[src/verilog/lbx_map.vh]
// Purpose: Register map, opcode patterns and field positions for the
//          logic and branch execution block.
// Assumes: 16-bit instruction words, AXI4-Lite word-aligned registers.
// Notes:   Definitions only; included by bare name.
`ifndef LBX_MAP_VH
`define LBX_MAP_VH

// ***********************************************
// Register byte offsets
// ***********************************************
`define LBX_OFF_CTRL   8'h00
`define LBX_OFF_INSTR  8'h04
`define LBX_OFF_SRC    8'h08
`define LBX_OFF_DST    8'h0C
`define LBX_OFF_PC     8'h10
`define LBX_OFF_PSW    8'h14
`define LBX_OFF_RESULT 8'h18
`define LBX_OFF_STATUS 8'h1C

// ***********************************************
// Field positions
// ***********************************************
`define LBX_CTRL_GO    0
`define LBX_CC_N       3
`define LBX_CC_Z       2
`define LBX_CC_V       1
`define LBX_CC_C       0
`define LBX_ST_DONE    0
`define LBX_ST_WB      1
`define LBX_ST_TAKEN   2
`define LBX_ST_ILLEGAL 3
`define LBX_ST_BRANCH  4
`define LBX_SIGN_BIT   15
`define LBX_BSIGN_BIT  7
`define LBX_OFS_SIGN   7

// ***********************************************
// Opcode patterns (value and mask)
// ***********************************************
`define LBX_OPC_TAND   4'h3
`define LBX_OPC_CLRM   4'h4
`define LBX_OPC_SETM   4'h5
`define LBX_XOR_VAL    16'h7800
`define LBX_XOR_MASK   16'hFE00
`define LBX_JUMP_ALWAYS 8'h01
`define LBX_JUMP_NZ    8'h02
`define LBX_JUMP_Z     8'h03
`define LBX_JUMP_PLUS  8'h80
`define LBX_JUMP_MINUS 8'h81
`define LBX_JUMP_NOV   8'h84

// ***********************************************
// Constants and reset values
// ***********************************************
`define LBX_PC_STEP    16'h0002
`define LBX_RST_WORD   16'h0000
`define LBX_RST_CC     4'h0
`define LBX_RST_ST     5'h00
`define LBX_RESP_OKAY  2'b00
`define LBX_RESP_SLV   2'b10

`endif

[src/verilog/lbx_logic_unit.v]
// Purpose: Combinational bitwise logic group: test-AND, clear-masked,
//          set-masked and exclusive-OR, with condition-code results.
// Assumes: Operands already fetched; byte forms touch the low byte only.
// Notes:   Carry is passed through untouched for every op here.
`timescale 1ns/10ps
`include "lbx_map.vh"

module lbx_logic_unit #(
   parameter DW = 16
) (
   input wire [DW-1:0] i_instr,
   input wire [DW-1:0] i_src,
   input wire [DW-1:0] i_dst,
   input wire [3:0] i_cc,
   output reg o_is_logic,
   output reg o_wb,
   output reg [DW-1:0] o_result,
   output reg [3:0] o_cc
);

   // ***********************************************
   // Decode and compute
   // ***********************************************
   reg byte_mode;
   reg [DW-1:0] raw;
   reg [DW-1:0] res;
   reg neg;
   reg zer;

   // Pick the op, then form flags from the merged result
   always @* begin
      byte_mode = i_instr[DW-1];
      raw = i_dst;
      o_is_logic = 1'b1;
      o_wb = 1'b1;
      if ((i_instr & `LBX_XOR_MASK) == `LBX_XOR_VAL) begin
         raw = i_src ^ i_dst;
         byte_mode = 1'b0;
      end else if ({1'b0, i_instr[14:12]} == `LBX_OPC_TAND) begin
         raw = i_src & i_dst;
         o_wb = 1'b0;
      end else if ({1'b0, i_instr[14:12]} == `LBX_OPC_CLRM) begin
         raw = ~i_src & i_dst;
      end else if ({1'b0, i_instr[14:12]} == `LBX_OPC_SETM) begin
         raw = i_src | i_dst;
      end else begin
         o_is_logic = 1'b0;
         o_wb = 1'b0;
      end
      // Byte forms keep the destination's upper byte
      if (byte_mode)
         res = {i_dst[DW-1:8], raw[7:0]};
      else
         res = raw;
      if (byte_mode) begin
         neg = res[`LBX_BSIGN_BIT];
         zer = (res[7:0] == 8'h00);
      end else begin
         neg = res[`LBX_SIGN_BIT];
         zer = (res == {DW{1'b0}});
      end
      o_result = res;
      o_cc = i_cc;
      o_cc[`LBX_CC_N] = neg;
      o_cc[`LBX_CC_Z] = zer;
      o_cc[`LBX_CC_V] = 1'b0;
      o_cc[`LBX_CC_C] = i_cc[`LBX_CC_C];
   end

endmodule // lbx_logic_unit

[src/verilog/lbx_exec.v]
// Purpose: Logic and relative-branch execution unit behind AXI4-Lite.
// Assumes: Software loads instruction, operands, PC and flags, then
//          writes GO; results appear one cycle after the write commits.
// Notes:   Results commit in one cycle: PC for branches, flags for logic ops, destination for all logic ops but test-AND.
`timescale 1ns/10ps
`include "lbx_map.vh"

module lbx_exec #(
   parameter AW = 8,
   parameter DW = 16
) (
   input wire i_clk,
   input wire i_rstn,
   input wire [AW-1:0] i_awaddr,
   input wire i_awvalid,
   output wire o_awready,
   input wire [31:0] i_wdata,
   input wire [3:0] i_wstrb,
   input wire i_wvalid,
   output wire o_wready,
   output wire [1:0] o_bresp,
   output wire o_bvalid,
   input wire i_bready,
   input wire [AW-1:0] i_araddr,
   input wire i_arvalid,
   output wire o_arready,
   output wire [31:0] o_rdata,
   output wire [1:0] o_rresp,
   output wire o_rvalid,
   input wire i_rready
);

   // ***********************************************
   // Register state
   // ***********************************************
   reg [DW-1:0] instr_ff;
   reg [DW-1:0] src_ff;
   reg [DW-1:0] dst_ff;
   reg [DW-1:0] pc_ff;
   reg [DW-1:0] result_ff;
   reg [3:0] cc_ff;
   reg [4:0] status_ff;
   reg go_ff;

   // AXI handshake state
   reg awready_ff;
   reg wready_ff;
   reg aw_full_ff;
   reg w_full_ff;
   reg [AW-1:0] awaddr_ff;
   reg [31:0] wdata_ff;
   reg [3:0] wstrb_ff;
   reg bvalid_ff;
   reg [1:0] bresp_ff;
   reg arready_ff;
   reg rvalid_ff;
   reg [31:0] rdata_ff;
   reg [1:0] rresp_ff;

   assign o_awready = awready_ff;
   assign o_wready = wready_ff;
   assign o_bvalid = bvalid_ff;
   assign o_bresp = bresp_ff;
   assign o_arready = arready_ff;
   assign o_rvalid = rvalid_ff;
   assign o_rdata = rdata_ff;
   assign o_rresp = rresp_ff;

   // ***********************************************
   // Byte-lane merge
   // ***********************************************
   // Only the two low lanes exist; upper lanes are dropped silently
   function [DW-1:0] lbx_merge;
      input [DW-1:0] old;
      input [31:0] data;
      input [3:0] strb;
      begin
         lbx_merge = old;
         if (strb[0])
            lbx_merge[7:0] = data[7:0];
         if (strb[1])
            lbx_merge[15:8] = data[15:8];
      end
   endfunction

   // ***********************************************
   // Write channel
   // ***********************************************
   wire aw_hs = i_awvalid & awready_ff;
   wire w_hs = i_wvalid & wready_ff;
   wire do_wr = aw_full_ff & w_full_ff & ~bvalid_ff;
   wire [AW-1:0] wr_word = {awaddr_ff[AW-1:2], 2'b00};
   wire wr_mapped = (wr_word == `LBX_OFF_CTRL) |
                    (wr_word == `LBX_OFF_INSTR) |
                    (wr_word == `LBX_OFF_SRC) |
                    (wr_word == `LBX_OFF_DST) |
                    (wr_word == `LBX_OFF_PC) |
                    (wr_word == `LBX_OFF_PSW) |
                    (wr_word == `LBX_OFF_RESULT) |
                    (wr_word == `LBX_OFF_STATUS);
   wire wr_go = do_wr & (wr_word == `LBX_OFF_CTRL) &
                wstrb_ff[0] & wdata_ff[`LBX_CTRL_GO];

   reg nxt_aw_full;
   reg nxt_w_full;
   reg nxt_bvalid;

   // Address and data are held separately so they may come in any order
   always @* begin
      nxt_aw_full = aw_full_ff;
      nxt_w_full = w_full_ff;
      nxt_bvalid = bvalid_ff;
      if (aw_hs)
         nxt_aw_full = 1'b1;
      if (w_hs)
         nxt_w_full = 1'b1;
      if (do_wr) begin
         nxt_aw_full = 1'b0;
         nxt_w_full = 1'b0;
         nxt_bvalid = 1'b1;
      end
      if (bvalid_ff & i_bready)
         nxt_bvalid = 1'b0;
   end

   // Handshake registers; ready drops while a slot is occupied
   always @(posedge i_clk or negedge i_rstn) begin
      if (!i_rstn) begin
         aw_full_ff <= 1'b0;
         w_full_ff <= 1'b0;
         bvalid_ff <= 1'b0;
         bresp_ff <= `LBX_RESP_OKAY;
         awready_ff <= 1'b0;
         wready_ff <= 1'b0;
         awaddr_ff <= {AW{1'b0}};
         wdata_ff <= 32'h0000_0000;
         wstrb_ff <= 4'h0;
      end else begin
         aw_full_ff <= nxt_aw_full;
         w_full_ff <= nxt_w_full;
         bvalid_ff <= nxt_bvalid;
         awready_ff <= ~nxt_aw_full & ~nxt_bvalid;
         wready_ff <= ~nxt_w_full & ~nxt_bvalid;
         if (aw_hs)
            awaddr_ff <= i_awaddr;
         if (w_hs) begin
            wdata_ff <= i_wdata;
            wstrb_ff <= i_wstrb;
         end
         if (do_wr)
            bresp_ff <= wr_mapped ? `LBX_RESP_OKAY : `LBX_RESP_SLV;
      end
   end

   // ***********************************************
   // Execution datapath
   // ***********************************************
   wire lu_is_logic;
   wire lu_wb;
   wire [DW-1:0] lu_result;
   wire [3:0] lu_cc;

   lbx_logic_unit #(
      .DW(DW)
   ) u_logic (
      .i_instr(instr_ff),
      .i_src(src_ff),
      .i_dst(dst_ff),
      .i_cc(cc_ff),
      .o_is_logic(lu_is_logic),
      .o_wb(lu_wb),
      .o_result(lu_result),
      .o_cc(lu_cc)
   );

   wire [7:0] jump_code = instr_ff[15:8];
   wire [7:0] jump_ofs = instr_ff[7:0];
   // Sign-extended, doubled offset: -256..+254 bytes
   wire [DW-1:0] jump_delta = {{(DW-9){jump_ofs[`LBX_OFS_SIGN]}},
                               jump_ofs, 1'b0};
   wire [DW-1:0] pc_upd = pc_ff + `LBX_PC_STEP;
   wire [DW-1:0] jump_target = pc_upd + jump_delta;

   reg is_branch;
   reg jump_cond;

   // Condition select; branch codes take priority over logic decode
   always @* begin
      is_branch = 1'b1;
      jump_cond = 1'b0;
      case (jump_code)
         `LBX_JUMP_ALWAYS: jump_cond = 1'b1;
         `LBX_JUMP_NZ: jump_cond = ~cc_ff[`LBX_CC_Z];
         `LBX_JUMP_Z: jump_cond = cc_ff[`LBX_CC_Z];
         `LBX_JUMP_PLUS: jump_cond = ~cc_ff[`LBX_CC_N];
         `LBX_JUMP_MINUS: jump_cond = cc_ff[`LBX_CC_N];
         `LBX_JUMP_NOV: jump_cond = ~cc_ff[`LBX_CC_V];
         default: is_branch = 1'b0;
      endcase
   end

   // ***********************************************
   // Register file writes and execution commit
   // ***********************************************
   // Execution runs the cycle after GO, so a GO write never races the
   // operand writes before it; done set cannot meet its clear.
   always @(posedge i_clk or negedge i_rstn) begin
      if (!i_rstn) begin
         instr_ff <= `LBX_RST_WORD;
         src_ff <= `LBX_RST_WORD;
         dst_ff <= `LBX_RST_WORD;
         pc_ff <= `LBX_RST_WORD;
         result_ff <= `LBX_RST_WORD;
         cc_ff <= `LBX_RST_CC;
         status_ff <= `LBX_RST_ST;
         go_ff <= 1'b0;
      end else begin
         go_ff <= wr_go;
         if (do_wr) begin
            case (wr_word)
               `LBX_OFF_INSTR: instr_ff <= lbx_merge(instr_ff, wdata_ff,
                                                     wstrb_ff);
               `LBX_OFF_SRC: src_ff <= lbx_merge(src_ff, wdata_ff,
                                                 wstrb_ff);
               `LBX_OFF_DST: dst_ff <= lbx_merge(dst_ff, wdata_ff,
                                                 wstrb_ff);
               `LBX_OFF_PC: pc_ff <= lbx_merge(pc_ff, wdata_ff,
                                               wstrb_ff);
               `LBX_OFF_PSW: begin
                  if (wstrb_ff[0])
                     cc_ff <= wdata_ff[3:0];
               end
               default: begin
               end
            endcase
         end
         if (wr_go)
            status_ff <= `LBX_RST_ST; // Fresh run clears sticky status
         if (go_ff) begin
            status_ff[`LBX_ST_DONE] <= 1'b1;
            status_ff[`LBX_ST_BRANCH] <= is_branch;
            if (is_branch) begin
               // Flags untouched by any branch
               status_ff[`LBX_ST_TAKEN] <= jump_cond;
               status_ff[`LBX_ST_WB] <= 1'b0;
               if (jump_cond)
                  pc_ff <= jump_target;
               else
                  pc_ff <= pc_upd;
            end else if (lu_is_logic) begin
               cc_ff <= lu_cc;
               status_ff[`LBX_ST_WB] <= lu_wb;
               if (lu_wb)
                  dst_ff <= lu_result;
               result_ff <= lu_result;
            end else begin
               status_ff[`LBX_ST_ILLEGAL] <= 1'b1;
            end
         end
      end
   end

   // ***********************************************
   // Read channel
   // ***********************************************
   wire ar_hs = i_arvalid & arready_ff;
   wire [AW-1:0] rd_word = {i_araddr[AW-1:2], 2'b00};
   reg [31:0] rd_mux;
   reg rd_ok;

   // Read decode; CTRL reads zero since GO is a pulse
   always @* begin
      rd_mux = 32'h0000_0000;
      rd_ok = 1'b1;
      case (rd_word)
         `LBX_OFF_CTRL: rd_mux = 32'h0000_0000;
         `LBX_OFF_INSTR: rd_mux = {16'h0000, instr_ff};
         `LBX_OFF_SRC: rd_mux = {16'h0000, src_ff};
         `LBX_OFF_DST: rd_mux = {16'h0000, dst_ff};
         `LBX_OFF_PC: rd_mux = {16'h0000, pc_ff};
         `LBX_OFF_PSW: rd_mux = {28'h0000000, cc_ff};
         `LBX_OFF_RESULT: rd_mux = {16'h0000, result_ff};
         `LBX_OFF_STATUS: rd_mux = {27'h0000000, status_ff};
         default: rd_ok = 1'b0;
      endcase
   end

   wire nxt_rvalid = ar_hs | (rvalid_ff & ~i_rready);

   // One read in flight; arready returns once the data is taken
   always @(posedge i_clk or negedge i_rstn) begin
      if (!i_rstn) begin
         arready_ff <= 1'b0;
         rvalid_ff <= 1'b0;
         rdata_ff <= 32'h0000_0000;
         rresp_ff <= `LBX_RESP_OKAY;
      end else begin
         rvalid_ff <= nxt_rvalid;
         arready_ff <= ~nxt_rvalid;
         if (ar_hs) begin
            rdata_ff <= rd_mux;
            rresp_ff <= rd_ok ? `LBX_RESP_OKAY : `LBX_RESP_SLV;
         end
      end
   end

endmodule // lbx_exec

[config.mk]
export PLATFORM = sky130hd
export DESIGN_NAME = lbx_exec
export DESIGN_NICKNAME = d
export VERILOG_FILES = /design/src/verilog/lbx_logic_unit.v /design/src/verilog/lbx_exec.v
export VERILOG_INCLUDE_DIRS = /design/src /design/src/verilog
export SDC_FILE = /design/constraint.sdc
export NUM_CORES = 1
export LEC_CHECK = 0
export ABC_AREA = 1
export BUFFER_PORTS_ARGS = -buffer_cell sky130_fd_sc_hd__buf_4
export CAP_MARGIN = 15
export CORE_UTILIZATION = 30
export DETAILED_ROUTE_END_ITERATION = 16
export GPL_ROUTABILITY_DRIVEN = 0
export SKIP_LAST_GASP = 1
export SLEW_MARGIN = 30
export SYNTH_ARGS = -nofsm -noshare
export SYNTH_HDL_FRONTEND = slang
export SYNTH_SLANG_ARGS = --single-unit
[constraint.sdc]
create_clock -name i_clk -period 3.6 [get_ports i_clk]
set_input_delay 0.18 -clock i_clk [delete_from_list [all_inputs] [get_ports i_clk]]
set_output_delay 0.18 -clock i_clk [all_outputs]
set_load 0.02 [all_outputs]
; After elaboration in Yosys (flattened, before gate mapping)
; Index checks and enable logic that the tools add are counted.
[totals]
in_bits = 59
ff_bits = 159
[classes]
n_reduce_logical = 12
eq_ne = 25
add_sub_neg = 2
mux = 54
bitwise = 35
[ops]
columns = operator, count
row1 = $mux 16, 16
row2 = $pmux 16 s7, 1
row3 = $eq 6x3->1 const B, 8
row4 = $and 16x16->16, 2
row5 = $mux 8, 4
row6 = $eq 6x2->1 const B, 4
row7 = $eq 8x8->1 const B, 3
row8 = $logic_not 8->1, 3
row9 = $mux 4, 6
row10 = $mux 1, 22
row11 = $add 16x16->16, 1
row12 = $add 16x2->16 const B, 1
row13 = $eq 8x2->1 const B, 2
row14 = $logic_not 16->1, 1
row15 = $not 16->16, 1
row16 = $or 16x16->16, 1
row17 = $xor 16x16->16, 1
row18 = $reduce_and 3->1, 5
row19 = $and 1x1->1, 12
row20 = $eq 6x1->1 const B, 2
row21 = $mux 5, 2
row22 = $not 1->1, 10
row23 = $eq 8x1->1 const B, 1
row24 = $or 1x1->1, 8
row25 = other kinds (9), 11

; Depth between registers and ports, before layout
; Gate-level depths: netlist of run 1.
[logic_depth]
word_depth = 11
depth_mapped = 18

; Hierarchy
; A second synthesis of run 1 with hierarchy kept.
[hier_totals]
cells_unflattened = 1405
hier_area_um2 = 9764.4
[by_module_without_submodules]
columns = mod, area_each_um2, seq_area_each_um2, cells_each, n_inst
row1 = lbx_exec, 7903.8, 3478.3, 1078, 1
row2 = lbx_logic_unit, 1860.5, 0.0, 327, 1

; Worst setup path before layout of run 1
; No wires, ideal clock.
[synth_timing]
path_kind = register to register
from = reg pc_ff[5]
to = reg pc_ff[15]
arrival_ps = 2211
required_time_ps = 3484
path_stages_with_launch = 19
setup_ps = 116
slack_ps = 1272
period_less_slack_ps = 2328
cell_sequence = dfrtp_1 > inv_1 > nor3_1 > nand3_1 > nor2_1 > xor2_1 > inv_1 > ha_1 > a21o_1 > nand3_1 > nand2_1 > a21oi_1 > nand2_1 > nand2_1 > nand3_1 > nand2_1 > nand2_1 > nand2_1 > nand2_1
[synth_via]
elab_chain_cells = 5
[synth_rtl]
columns = element, line
row1 = from (decl), lbx_exec.v:39  ; reg [DW-1:0] pc_ff;
row2 = from (signal assigned), lbx_exec.v:212  ; pc_ff <= `LBX_RST_WORD;
row3 = from (signal assigned), lbx_exec.v:227  ; `LBX_OFF_PC: pc_ff <= lbx_merge(pc_ff, wdata_ff,
row4 = from (signal assigned), lbx_exec.v:247  ; pc_ff <= jump_target;
row5 = $add 16x2->16 (no source line) *, -
row6 = $add 16x16->16, lbx_exec.v:182  ; wire [DW-1:0] jump_target = pc_upd + jump_delta;
row7 = $mux 16 *, lbx_exec.v:246  ; if (jump_cond)
row8 = $mux 16 *, lbx_exec.v:242  ; if (is_branch) begin
row9 = $mux 16 *, lbx_exec.v:239  ; if (go_ff) begin
; Every way passes the cells marked *; elsewhere a longest branch is shown, timed or not.
; A chain may end at the register's enable or synchronous reset.

; Worst setup path after layout of run 1
[layout_timing]
from = reg pc_ff[1]
to = reg pc_ff[15]
; Same word-level chain as after synthesis.

==> summary.md, run 1 <==
| Metric | Value |
|---|---|
| Final net count | 1469 |
| Clock Pin Slew Worst Setup and Hold Paths | 60 ps |
| Post-DP HPWL | 21300 um |
| Drt first pass iters | 5 |
| Final non-filler cell total | 1745 |
| CTS root buf | clkbuf_16 |
| Die H | 177 um |
| Leak | 5.46 nW |
| Crit Reg-Reg Endpoint | pc_ff[15] |
| Core Box Area | 30000 sq um |
| Avg Vias per Cell | 4.95 |
| Worst setup EP type | flop |
| Post-synth cell types | 47 |
| Pin count of the biggest net entering global routing | 102 |
| Status | finished, final reports clean |
| Hold EP | o_bvalid |
| Synth async-reset ratio | 100% |
| Slew headroom | 32.0% |
| EDFF count, synth | 0 |
| Final Critical Period | 2840 ps |
| CTS max path bufs | 2 |
| Final Cycle Share | 78.9% |
| WHS Path Cells | 2 |
| Crit-path cells | ha_1, nand2_1, nor3_1, nand3_1, xor2_1, inv_1, ha_1, nand3_1, nand2_1, a21oi_1, nand2_1, nand2_1, nand3_1, nand2_1, nand2_1, nand2_1, nand2_1 |
| Clk_lat worst skew | 430 ps |
| Synthesis Warnings | 0 |
| Worst Hold Class | in2reg |
| Reg2reg setup slack | 760 ps |
| Most used DFF post-synth | dfrtp_1 |
| Setup_tns | 0 ps |
| Die Width | 177 um |
| # rows | 63 |
| Clk sink count | 139 |
| Ports | 100 |
| Hold Fails Final Rpt | 0 |
| Worst reg-to-reg path cell count | 17 |
| Crit path max-delay family | simple AND/OR/NAND/NOR gates |
| R2r startpoint | pc_ff[1] |
| Worst-path fanout max | 7 |
| RSZ-0062 raised after global routing | no |
| CTS Buf Count | 17 |
| Placement Setup Slack | 827 ps |
| CP Class | reg2reg |
| Critical path arrival | 3160 ps |
| Placed insts | 1689 |
| PD cells | 630 nW/um^2 |
| Setup slack after layout | 761 ps |
| WP data required | 3920 ps |
| Initial Utilization | 30.7% |
| Grt ovf | 0 |
| I/O Buffers | 59 |
| Setup Buffers After CTS | 0 |
| Post-CTS Resized | 0 |
| H-tree levels | 4 |
| Via count | 8636 |
| Fmax | 0.352 GHz |
| Endpoints failing setup | 0 |
| Post-route DRC | 0 |
| Hold Startpoint | i_bready |
| #FFs+latches synth | 139 |
| Measured slew at the worst slew-check pin | 1020 ps |
| Per-cell routed wire length | 16.6 um |
| Fraction of layout cells with a size suffix above 1 | 9.45% |
| First-pass GRT wire length | 45600 um |
| Number of global-route vias before repair | 8003 |
| Initial antenna violation count | 0 |
| Detailed Route WL | 29000 um |
| Final Skew | 11.1 ps |
| Drt initial violations | 777 |
| Max cap viols | 0 |
| Total power | 6.86 mW |
| Area of the mapped netlist | 9210 sq um |
| Util after Layout | 36.3% |
| CTS tree | built |
| Hold Buf Count CTS | 24 |
| Peak VDD IR | 369 uV |
| Mapped Avg Cell Area | 7.29 sq um |
| Die footprint | 31400 sq um |
| Sequential share of the synthesized area | 37.8% |
| Routed Antenna Nets | 0 |
| Slowest stage delay, CP | 490 ps |
| Cells after Synth | 1263 |
| Total global-route track usage | 19.2% |
| Area growth, synth to finish | 18.2% |
| Critical path buffer and inverter count | 1 |
| CP startpoint kind | flop |
| CP most frequent cell | nand2_1 |
| Final Max Slew Viols | 0 |
| CP max stage cell | dfrtp_1 |
[cell type report]
type	count	area, sq um
tap	390	488
clock inverter	12	186
inverter	185	694
sequential	139	3480
fill	3158	19100
clock buffer	19	443
antenna	1	2.50
multi-input combinational	904	4810
timing repair buffer	95	779
[metrics by stage]
stage          hold WS (ps)  cell area (sq um)
2_1_floorplan          -116               9270
3_3_place_gp            367              10000
3_5_place_dp            380              10000
4_1_cts                7.40              10900
5_1_grt                21.6              10900
6_report               14.8              10900
[worst register-to-register path: cells and delay by family (launching register included)]
kind	cells	cell delay, ps
buf+inv	1	90
fa+ha+maj	2	590
flops	1	490
simple gates	12	1160
compound gates	1	200
xor+xnor	1	200
[power by group]
part	leakage [nW]	internal, mW	total [mW]	switching [mW]
registers	1.87	1.97	2.45	0.475
logic	3.29	0.806	2.50	1.69
clock network	0.297	1.18	1.91	0.730
total	5.46	3.96	6.86	2.90
[layout by cell type, fill, tap and decap left out, drive strengths merged, types with 13 or more instances in the layout]
cell type / count
nand2: 334
dfrtp: 139
buf: 70
a21oi: 49
o21ai: 148
xor2: 18
nor2: 98
inv: 186
nor3: 13
conb: 18
o22ai: 18
dlygate4sd3: 24
clkbuf: 20
ha: 67
nand3: 65
[worst max-delay path by stage]
stage	startpoint	to	slack [ps]	cells after the start
after global routing	pc_ff[1]	pc_ff[15]	560	17
after CTS	pc_ff[1]	pc_ff[15]	800	17
after global placement	pc_ff[1]	pc_ff[15]	820	17
after detailed placement	pc_ff[1]	pc_ff[15]	830	17
final	pc_ff[1]	pc_ff[15]	760	17
after floorplan	pc_ff[5]	pc_ff[15]	1270	18
[metal layers]
layer / track usage (%) / wire length (um) / vias to the layer above / share of wire (%)
met4: 6.25 / 469 / 0 / 1.6
met2: 28.8 / 12500 / 339 / 43
met1: 28.2 / 13700 / 4049 / 47
met3: 2.49 / 2280 / 41 / 7.9
met5: 0 / 0 / - / 0
li1: - / - / 4207 / -
[sequential cells by signal, summed over array words and instances, names as in the netlist]
name,count
aw_full_ff,1
o_wready,1
o_bvalid,1
status_ff,5
o_bresp,1
result_ff,16
o_rdata,16
pc_ff,16
o_rvalid,1
awaddr_ff,6
o_arready,1
src_ff,16
cc_ff,4
go_ff,1
wstrb_ff,2
o_awready,1
instr_ff,16
o_rresp,1
wdata_ff,16
dst_ff,16
w_full_ff,1
[synthesized netlist by cell type, types with 3 or more instances]
cell / number / share of area, %
ha_1: 67 / 9.1
inv_1: 175 / 7.1
inv_2: 7 / 0.29
xor2_1: 18 / 1.7
a21oi_1: 47 / 2.6
o221ai_1: 3 / 0.29
buf_4: 20 / 1.6
o22ai_1: 18 / 1.2
a211oi_1: 11 / 0.90
nor2_1: 93 / 3.8
clkbuf_1: 18 / 0.73
clkinv_1: 3 / 0.12
buf_2: 13 / 0.71
o21ai_0: 139 / 7.6
xnor2_1: 3 / 0.29
a21boi_1: 6 / 0.49
o211ai_1: 4 / 0.33
nand3_1: 64 / 3.5
nor2_2: 4 / 0.27
nor3_1: 11 / 0.60
a22oi_1: 11 / 0.90
nand2_2: 6 / 0.41
nand3b_1: 6 / 0.49
or2_2: 4 / 0.27
a21o_1: 3 / 0.24
nand4_1: 6 / 0.41
nand2_1: 328 / 13
or2_0: 4 / 0.27
dfrtp_1: 139 / 38
o21ai_1: 9 / 0.49
[kinds of logic after synthesis]
kind of cell,Yosys count,share of synthesized area (%)
XOR/XNOR,21,2.00
buffers and inverters,237,10.7
flip-flops,139,37.8
AO/OA/AOI/OAI,266,16.3
adder cells (fa/ha/maj),68,9.32
AND/OR/NAND/NOR,531,23.9
other,1,0.0407
No activity file was read; power rests on OpenSTA's default activity.
==> inputs of run 2 (changes only) <==
--- a/config.mk
+++ b/config.mk
@@ -6,7 +6,7 @@
 export SDC_FILE = /design/constraint.sdc
 export NUM_CORES = 1
 export LEC_CHECK = 0
-export ABC_AREA = 1
+export ABC_AREA = 0
 export BUFFER_PORTS_ARGS = -buffer_cell sky130_fd_sc_hd__buf_4
 export CAP_MARGIN = 15
 export CORE_UTILIZATION = 30
==> constraint.sdc (replaced) <==
create_clock -name i_clk -period 2.6 [get_ports i_clk]
set_input_delay 0.13 -clock i_clk [delete_from_list [all_inputs] [get_ports i_clk]]
set_output_delay 0.13 -clock i_clk [all_outputs]
set_load 0.02 [all_outputs]
==> run 2 against run 1 <==
The flow now finishes with violations (negative setup slack). Hold slack gained 48 ps. Routed wire length decreased by 4.9%. Power is 41% higher. Fmax up 1.4%. Via count down 7.2%. Largest power group is now sequential cells. Critical endpoint unchanged. Count of clock-buffer cells in the layout shrank 1. Clock skew fell by 0.53 ps.
==> summary.md, run 2 <==
| Metric | Value |
|---|---|
| Final non-filler cell total | 1557 (was 1745) |
| Setup_tns | -336 ps (was 0 ps) |
| Drt initial violations | 706 (was 777) |
| First-pass GRT wire length | 44100 um (was 45600 um) |
| Area of the mapped netlist | 9080 sq um (was 9210 sq um) |
| Synthesis Warnings | 0 (unchanged) |
| Fraction of layout cells with a size suffix above 1 | 28.3% (was 9.45%) |
| Core Box Area | 29700 sq um (was 30000 sq um) |
| Synth async-reset ratio | 100% (unchanged) |
| Avg Vias per Cell | 5.15 (was 4.95) |
| Detailed Route WL | 27600 um (was 29000 um) |
| CTS Buf Count | 17 (unchanged) |
| Post-route DRC | 0 (unchanged) |
| PD cells | 810 nW/um^2 (was 630 nW/um^2) |
| Hold Fails Final Rpt | 0 (unchanged) |
| Clk sink count | 139 (unchanged) |
| Most used DFF post-synth | dfrtp_1 (unchanged) |
| # fillers | 2888 (was 3158) |
| Routed Antenna Nets | 0 (unchanged) |
| Diodes inserted | 0 (was 1) |
| Final net count | 1281 (was 1469) |
| Grt ovf | 0 (unchanged) |
| Final Max Slew Viols | 0 (unchanged) |
| Post-synth top area share | 38.3% (was 37.8%) |
| Mapped Avg Cell Area | 9.31 sq um (was 7.29 sq um) |
| Clk_lat worst skew | 430 ps (about the same) |
| Worst setup EP type | flop (unchanged) |
| Die footprint | 31000 sq um (was 31400 sq um) |
| Pin count of the biggest net entering global routing | 69 (was 102) |
| Worst-path fanout max | 3 (was 7) |
| Total global-route track usage | 18.4% (was 19.2%) |
| Hold WS | 62.3 ps (was 14.8 ps) |
| Crit-path cells | and4_4, and4_4, nand3_4, nor3_4, xor2_2, ha_2, or3b_4, or4_4, a31oi_1, and3b_1 (was ha_1, nand2_1, nor3_1, nand3_1, xor2_1, inv_1, ha_1, nand3_1, nand2_1, a21oi_1, nand2_1, nand2_1, nand3_1, nand2_1, nand2_1, nand2_1, nand2_1) |
| Die H | 176 um (was 177 um) |
| Sequential share of the synthesized area | 38.3% (was 37.8%) |
| Failing checks | negative setup slack |
| Initial antenna violation count | 0 (unchanged) |
| Status | complete, but fails checks (was finished, final reports clean) |
| Final Skew | 10.6 ps (was 11.1 ps) |
| CP startpoint kind | flop (unchanged) |
| I/O Buffers | 59 (unchanged) |
| Drt first pass iters | 5 (unchanged) |
| CP Class | reg2reg (unchanged) |
| #FFs+latches synth | 139 (unchanged) |
| Peak VDD IR | 557 uV (was 369 uV) |
| CTS tree | built (unchanged) |
| Comb pwr share | 35.1% (was 36.4%) |
| Ranking of synthesized cells by area | dfrtp_1 (38%), ha_1 (9.2%), mux2_2 (5.8%), nand2_1 (5.5%), mux2i_1 (3.0%) (was dfrtp_1 (38%), nand2_1 (13%), ha_1 (9.1%), o21ai_0 (7.6%), inv_1 (7.1%)) |
| # rows | 63 (unchanged) |
| Clk pwr share | 28.7% (was 27.9%) |
| Post-synth cell types | 72 (was 47) |
| Clock Pin Slew Worst Setup and Hold Paths | 60 ps (about the same) |
| Final Critical Period | 2800 ps (was 2840 ps) |
| CTS root buf | clkbuf_16 (unchanged) |
| Critical path arrival | 3120 ps (was 3160 ps) |
| Sw frac | 36.4% (was 42.2%) |
| Initial Utilization | 30.6% (was 30.7%) |
| EDFF count, synth | 0 (unchanged) |
| Leak | 5.58 nW (was 5.46 nW) |
| Post-DP HPWL | 19600 um (was 21300 um) |
| Cells after Synth | 976 (was 1263) |
| Placed insts | 1488 (was 1689) |
| Slew headroom | 54.9% (was 32.0%) |
| CP max stage cell | or4_4 (was dfrtp_1) |
| Max cap viols | 0 (unchanged) |
| Pint | 6.15 mW (was 3.96 mW) |
| Setup slack after layout | -199 ps (was 761 ps) |
| Net Switching | 3.51 mW (was 2.90 mW) |
| Most frequent cell after synthesis | dfrtp_1 (was nand2_1) |
| Per-cell routed wire length | 17.7 um (was 16.6 um) |
| Slowest stage delay, CP | 520 ps (was 490 ps) |
| Leading cell types in the layout, fill and taps excluded | buf_4 (173), dfrtp_1 (138), nand2_1 (132) (was nand2_1 (328), inv_1 (175), o21ai_0 (139), dfrtp_1 (139), nor2_1 (93)) |
| WP data required | 2920 ps (was 3920 ps) |
| Sequential power share | 36.2% (was 35.7%) |
| CP most frequent cell | and4_4 (was nand2_1) |
| Endpoints failing setup | 4 (was 0) |
| Fmax | 0.357 GHz (was 0.352 GHz) |
| Commonest cells post-synth | dfrtp_1 (139), nand2_1 (134), ha_1 (67), nor2_1 (57), inv_1 (54) (was nand2_1 (328), inv_1 (175), dfrtp_1 (139), o21ai_0 (139), nor2_1 (93)) |
| H-tree levels | 4 (unchanged) |
| Synth area leader | dfrtp_1 (unchanged) |
| Die Width | 176 um (was 177 um) |
| Worst Hold Class | in2reg (unchanged) |
| Ports | 100 (unchanged) |
| RSZ-0062 raised after global routing | yes (was no) |
| Area growth, synth to finish | 31.3% (was 18.2%) |
| Measured slew at the worst slew-check pin | 676 ps (was 1020 ps) |
| Number of global-route vias before repair | 7926 (was 8003) |
| Final Cycle Share | 108% (was 78.9%) |
| Via count | 8014 (was 8636) |
| CTS max path bufs | 2 (unchanged) |
| Commonest non-fill, non-tap cell in the layout | buf_4 (was nand2_1) |
run 2: cell types whose count changed in the layout (fill, tap and decap cells not counted), sizes merged, moves of 24 or more:
cell,delta
nand2,-199
inv,-132
buf,+107
o21ai,-98
mux2,+49
nand3,-41
nor2,-39
mux2i,+27
nand2b,+24
run 2: final timing paths:
check	startpoint	end	slack, ps	cells after the start
setup / recovery	pc_ff[3]	pc_ff[15]	-200	10
hold reg to reg	status_ff[0]	status_ff[0]	480	1
min in group asynchronous	i_rstn	src_ff[6]	270	2
hold / removal	i_bready	o_bvalid	60	3
setup reg to reg	pc_ff[3]	pc_ff[15]	-200	10
max in group asynchronous	i_rstn	o_rdata[10]	1540	3
run 2: logic make-up (layout without fill, tap and decap cells):
logic type / count (synthesis) / after routing / synth area share [%]
XOR/XNOR: 22 / 22 / 2.12
AND/OR/NAND/NOR: 316 / 316 / 17.3
buffers and inverters: 118 / 292 / 5.80
other: 1 / 18 / 0.0413
flip-flops: 139 / 139 / 38.3
AO/OA/AOI/OAI: 235 / 235 / 17.7
adder cells (fa/ha/maj): 68 / 68 / 9.45
multiplexers: 77 / 77 / 9.30
run 2: power groups by stage:
stage,sequential [mW],clock [mW],combinational [mW]
floorplan,3.23,0,2.07
global placement,3.50,0,3.10
detailed placement,3.51,0,3.16
CTS,3.49,2.81,3.30
global route,3.57,2.91,3.75
finish,3.50,2.77,3.39
run 2: what timing repair did:
action,CTS,global route
endpoints found under the hold margin,93,0
resized for setup,28,21
hold buffers,29,0
buffers inserted,5,3
pin swaps,13,11
setup endpoints to repair,6,9
run 2: layout make-up:
type                            count  area, sq um  share of cell area [%]
Sequential cell                   139         3480                    29.2
Tap cell                          390          488                    4.09
Inverter                           54          203                    1.70
Clock buffer                       18          439                    3.68
Clock inverter                     14          224                    1.88
Multi-Input combinational cell    736         5430                    45.5
Timing Repair Buffer              206         1660                    13.9
run 2: critical path, delay by kind of cell, from the launching register on:
family	cells	cell delay [ps]
AOI/OAI and AO/OA	1	140
xor gates and xnor gates	1	110
adders and majority gates	1	190
DFF	1	360
and+or+nand+nor	7	1890
run 2: through the flow:
step	utilization (%)	total power, mW	setup slack, ps	area [sq um]
2_1_floorplan	-	5.30	-130	9200
3_5_place_dp	35.9	6.67	-250	10700
6_report	40.1	9.66	-199	11900
4_1_cts	39.8	9.60	-171	11800
3_3_place_gp	35.9	6.60	-210	10700
5_1_grt	40.1	10.2	-283	11900
run 2: per-layer routing:
layer / up-vias / track usage (%) / wire length (um)
li1: 3791 / - / -
met1: 3856 / 25.7 / 12700
met2: 312 / 28.1 / 12300
met3: 55 / 3.53 / 1940
met4: 0 / 6.41 / 686
met5: - / 0 / 0
==> inputs of run 3 (changes only) <==
--- a/config.mk
+++ b/config.mk
@@ -12,6 +12,7 @@
 export CORE_UTILIZATION = 30
 export DETAILED_ROUTE_END_ITERATION = 16
 export GPL_ROUTABILITY_DRIVEN = 0
+export PLACE_DENSITY = 0.47
 export SKIP_LAST_GASP = 1
 export SLEW_MARGIN = 30
 export SYNTH_ARGS = -nofsm -noshare
==> run 3 against run 2 <==
The flow still finishes with violations (negative setup slack). Combinational power grew 4%. Via count shrank 1.9%. Routed wire length grew 6.0%. Power shrank 0.41%. Final area is essentially flat. Global-route usage grew 0.93 points. Critical path depth is the same. Worst setup slack gained 75 ps. Die area is the same. Sequential power is essentially flat. Clock skew grew 3.3 ps. Critical path type unchanged. Critical endpoint unchanged. Largest power group is now combinational cells. Highest routed layer unchanged.
==> summary.md, run 3 (synthesized netlist as in run 2, its figures left out) <==
| Metric | Value |
|---|---|
| Post-Route M1 WL | 13700 um (was 12700 um) |
| CTS Buf Count | 17 (unchanged) |
| Total global-route track usage | 19.3% (was 18.4%) |
| Failing checks | negative setup slack (unchanged) |
| Via count | 7861 (was 8014) |
| Clk sink count | 139 (unchanged) |
| Hold EP | o_bvalid (unchanged) |
| Worst Hold Class | in2reg (unchanged) |
| Post-DP HPWL | 21000 um (was 19600 um) |
| Max Used Layer | met4 (unchanged) |
| Max cap viols | 0 (unchanged) |
| Detailed Route WL | 29200 um (was 27600 um) |
| R2r startpoint | pc_ff[3] (unchanged) |
| CP Class | reg2reg (unchanged) |
| Fraction of layout cells with a size suffix above 1 | 28.6% (was 28.3%) |
| Core Box Area | 29700 sq um (unchanged) |
| PD cells | 807 nW/um^2 (was 810 nW/um^2) |
| Final net count | 1285 (was 1281) |
| Final non-filler cell total | 1562 (was 1557) |
| Area growth, synth to finish | 31.2% (was 31.3%) |
| Post-route cell area | 11900 sq um (about the same) |
| Die footprint | 31000 sq um (unchanged) |
| # fillers | 2960 (was 2888) |
| Setup_tns | -166 ps (was -336 ps) |
| Endpoints failing setup | 2 (was 4) |
| Drt initial violations | 560 (was 706) |
| Grt ovf | 0 (unchanged) |
| WP data required | 2920 ps (about the same) |
| Placement Setup Slack | -231 ps (was -250 ps) |
| Pin count of the biggest net entering global routing | 71 (was 69) |
| CP max stage cell | or4_4 (unchanged) |
| Clock Pin Slew Worst Setup and Hold Paths | 70 ps (was 60 ps) |
| CTS max path bufs | 2 (unchanged) |
| Number of global-route vias before repair | 7849 (was 7926) |
| Final Max Slew Viols | 0 (unchanged) |
| Initial Utilization | 30.6% (unchanged) |
| Fmax | 0.367 GHz (was 0.357 GHz) |
| Routed Antenna Nets | 0 (unchanged) |
| Post-route DRC | 0 (unchanged) |
| Avg Vias per Cell | 5.03 (was 5.15) |
| Hold Fails Final Rpt | 0 (unchanged) |
| CTS tree | built (unchanged) |
| Initial antenna violation count | 1 (was 0) |
| Post-DP Area | 10700 sq um (about the same) |
| Die Width | 176 um (unchanged) |
| Die H | 176 um (unchanged) |
| Hold WS | 43.0 ps (was 62.3 ps) |
| Leading cell types in the layout, fill and taps excluded | buf_4 (177), dfrtp_1 (137), nand2_1 (134) (was buf_4 (173), dfrtp_1 (138), nand2_1 (132)) |
| Ports | 100 (unchanged) |
| Commonest non-fill, non-tap cell in the layout | buf_4 (unchanged) |
| Drt first pass iters | 5 (unchanged) |
| Worst-path fanout max | 3 (unchanged) |
| First-pass GRT wire length | 45600 um (was 44100 um) |
| RSZ-0062 raised after global routing | yes (unchanged) |
| DR WL met3 | 1230 um (was 1940 um) |
| CTS root buf | clkbuf_16 (unchanged) |
| Crit Reg-Reg Endpoint | pc_ff[15] (unchanged) |
| H-tree levels | 4 (unchanged) |
| Critical path arrival | 3050 ps (was 3120 ps) |
| Met2 WL | 13800 um (was 12300 um) |
| Setup slack after layout | -125 ps (was -199 ps) |
| Measured slew at the worst slew-check pin | 714 ps (was 676 ps) |
| Peak VDD IR | 482 uV (was 557 uV) |
| CP startpoint kind | flop (unchanged) |
| Per-cell routed wire length | 18.7 um (was 17.7 um) |
| Worst reg-to-reg path cell count | 10 (unchanged) |
| Final Skew | 13.9 ps (was 10.6 ps) |
| FF+latch area | 3480 sq um (about the same) |
| Hold Startpoint | i_bready (unchanged) |
| Clk_lat worst skew | 430 ps (about the same) |
| Status | complete, but fails checks (unchanged) |
| Worst setup EP type | flop (unchanged) |
| Slew headroom | 52.3% (was 54.9%) |
| # rows | 63 (unchanged) |
| Multi-input logic area | 5450 sq um (was 5430 sq um) |
| Slowest stage delay, CP | 520 ps (about the same) |
| Placed insts | 1489 (was 1488) |
| Final Critical Period | 2720 ps (was 2800 ps) |
| Leak | 5.54 nW (was 5.58 nW) |
| Final Cycle Share | 105% (was 108%) |
| I/O Buffers | 59 (unchanged) |
| Reg2reg setup slack | -120 ps (was -200 ps) |
| WHS Path Cells | 3 (unchanged) |
| Crit-path cells | and4_4, and4_4, nand3_4, nor3_4, xor2_2, ha_2, or3b_4, or4_4, a31oi_1, and3b_1 (unchanged) |
| CP most frequent cell | and4_4 (unchanged) |
==> run 3: cell count changes in the layout (fill, tap and decap cells not counted), moves of 3 or more <==
| cell | delta |
|---|---|
| ha_1 | -3 |
| clkbuf_8 | +3 |
| buf_4 | +4 |
| clkinv_2 | -4 |
| bufinv_16 | -3 |
==> run 3: stage by stage <==
| stage | util [%] | total power [mW] |
|---|---|---|
| 2_1_floorplan | - | 5.30 |
| 3_3_place_gp | 35.9 | 6.79 |
| 5_1_grt | 40.1 | 10.2 |
| 6_report | 40.1 | 9.62 |
| 4_1_cts | 39.3 | 9.55 |
| 3_5_place_dp | 36.0 | 6.82 |
==> run 3: worst max-delay path: cells and delay by family, from the launching register on <==
kind | cells | cell delay [ps]
simple gates | 7 | 1840
flops | 1 | 360
fa+ha+maj | 1 | 190
compound gates | 1 | 130
xor+xnor | 1 | 110
==> run 3: how the worst max path moves through the flow <==
stage              from        end  slack, ps  cells after the start
2_1_floorplan  pc_ff[3]  pc_ff[15]       -130                     12
3_3_place_gp   pc_ff[1]  pc_ff[15]       -220                     10
3_5_place_dp   pc_ff[1]  pc_ff[15]       -230                     10
4_1_cts        pc_ff[3]  pc_ff[15]       -140                     10
5_1_grt        pc_ff[4]  pc_ff[15]       -220                     10
6_report       pc_ff[3]  pc_ff[15]       -120                     10
==> run 3: area by class of cell <==
cell class	instances	area share, %
multi-input combinational	737	45.7
sequential	139	29.2
timing repair buffer	209	14.0
tap	390	4.09
clock buffer	22	4.06
inverter	54	1.70
clock inverter	10	1.15
antenna	1	0.0210
==> run 3: layer usage <==
metal	track usage, %	vias to the layer above
li1	-	3812
met3	3.23	24
met2	32.0	176
met1	25.9	3849
met4	5.18	0
met5	0	-
==> run 3: report_power, final <==
group          total (mW)  switching [mW]  internal [mW]
logic                3.51            1.82           1.69
registers            3.50           0.820           2.68
clock network        2.61           0.996           1.61
==> run 3: repair_timing <==
item	CTS	global route
endpoints found under the setup margin	5	11
hold buffers	29	0
hold endpoints to repair	66	0
setup buffers	4	7
resized for setup	12	35
cloned	0	1
pin swaps	8	15
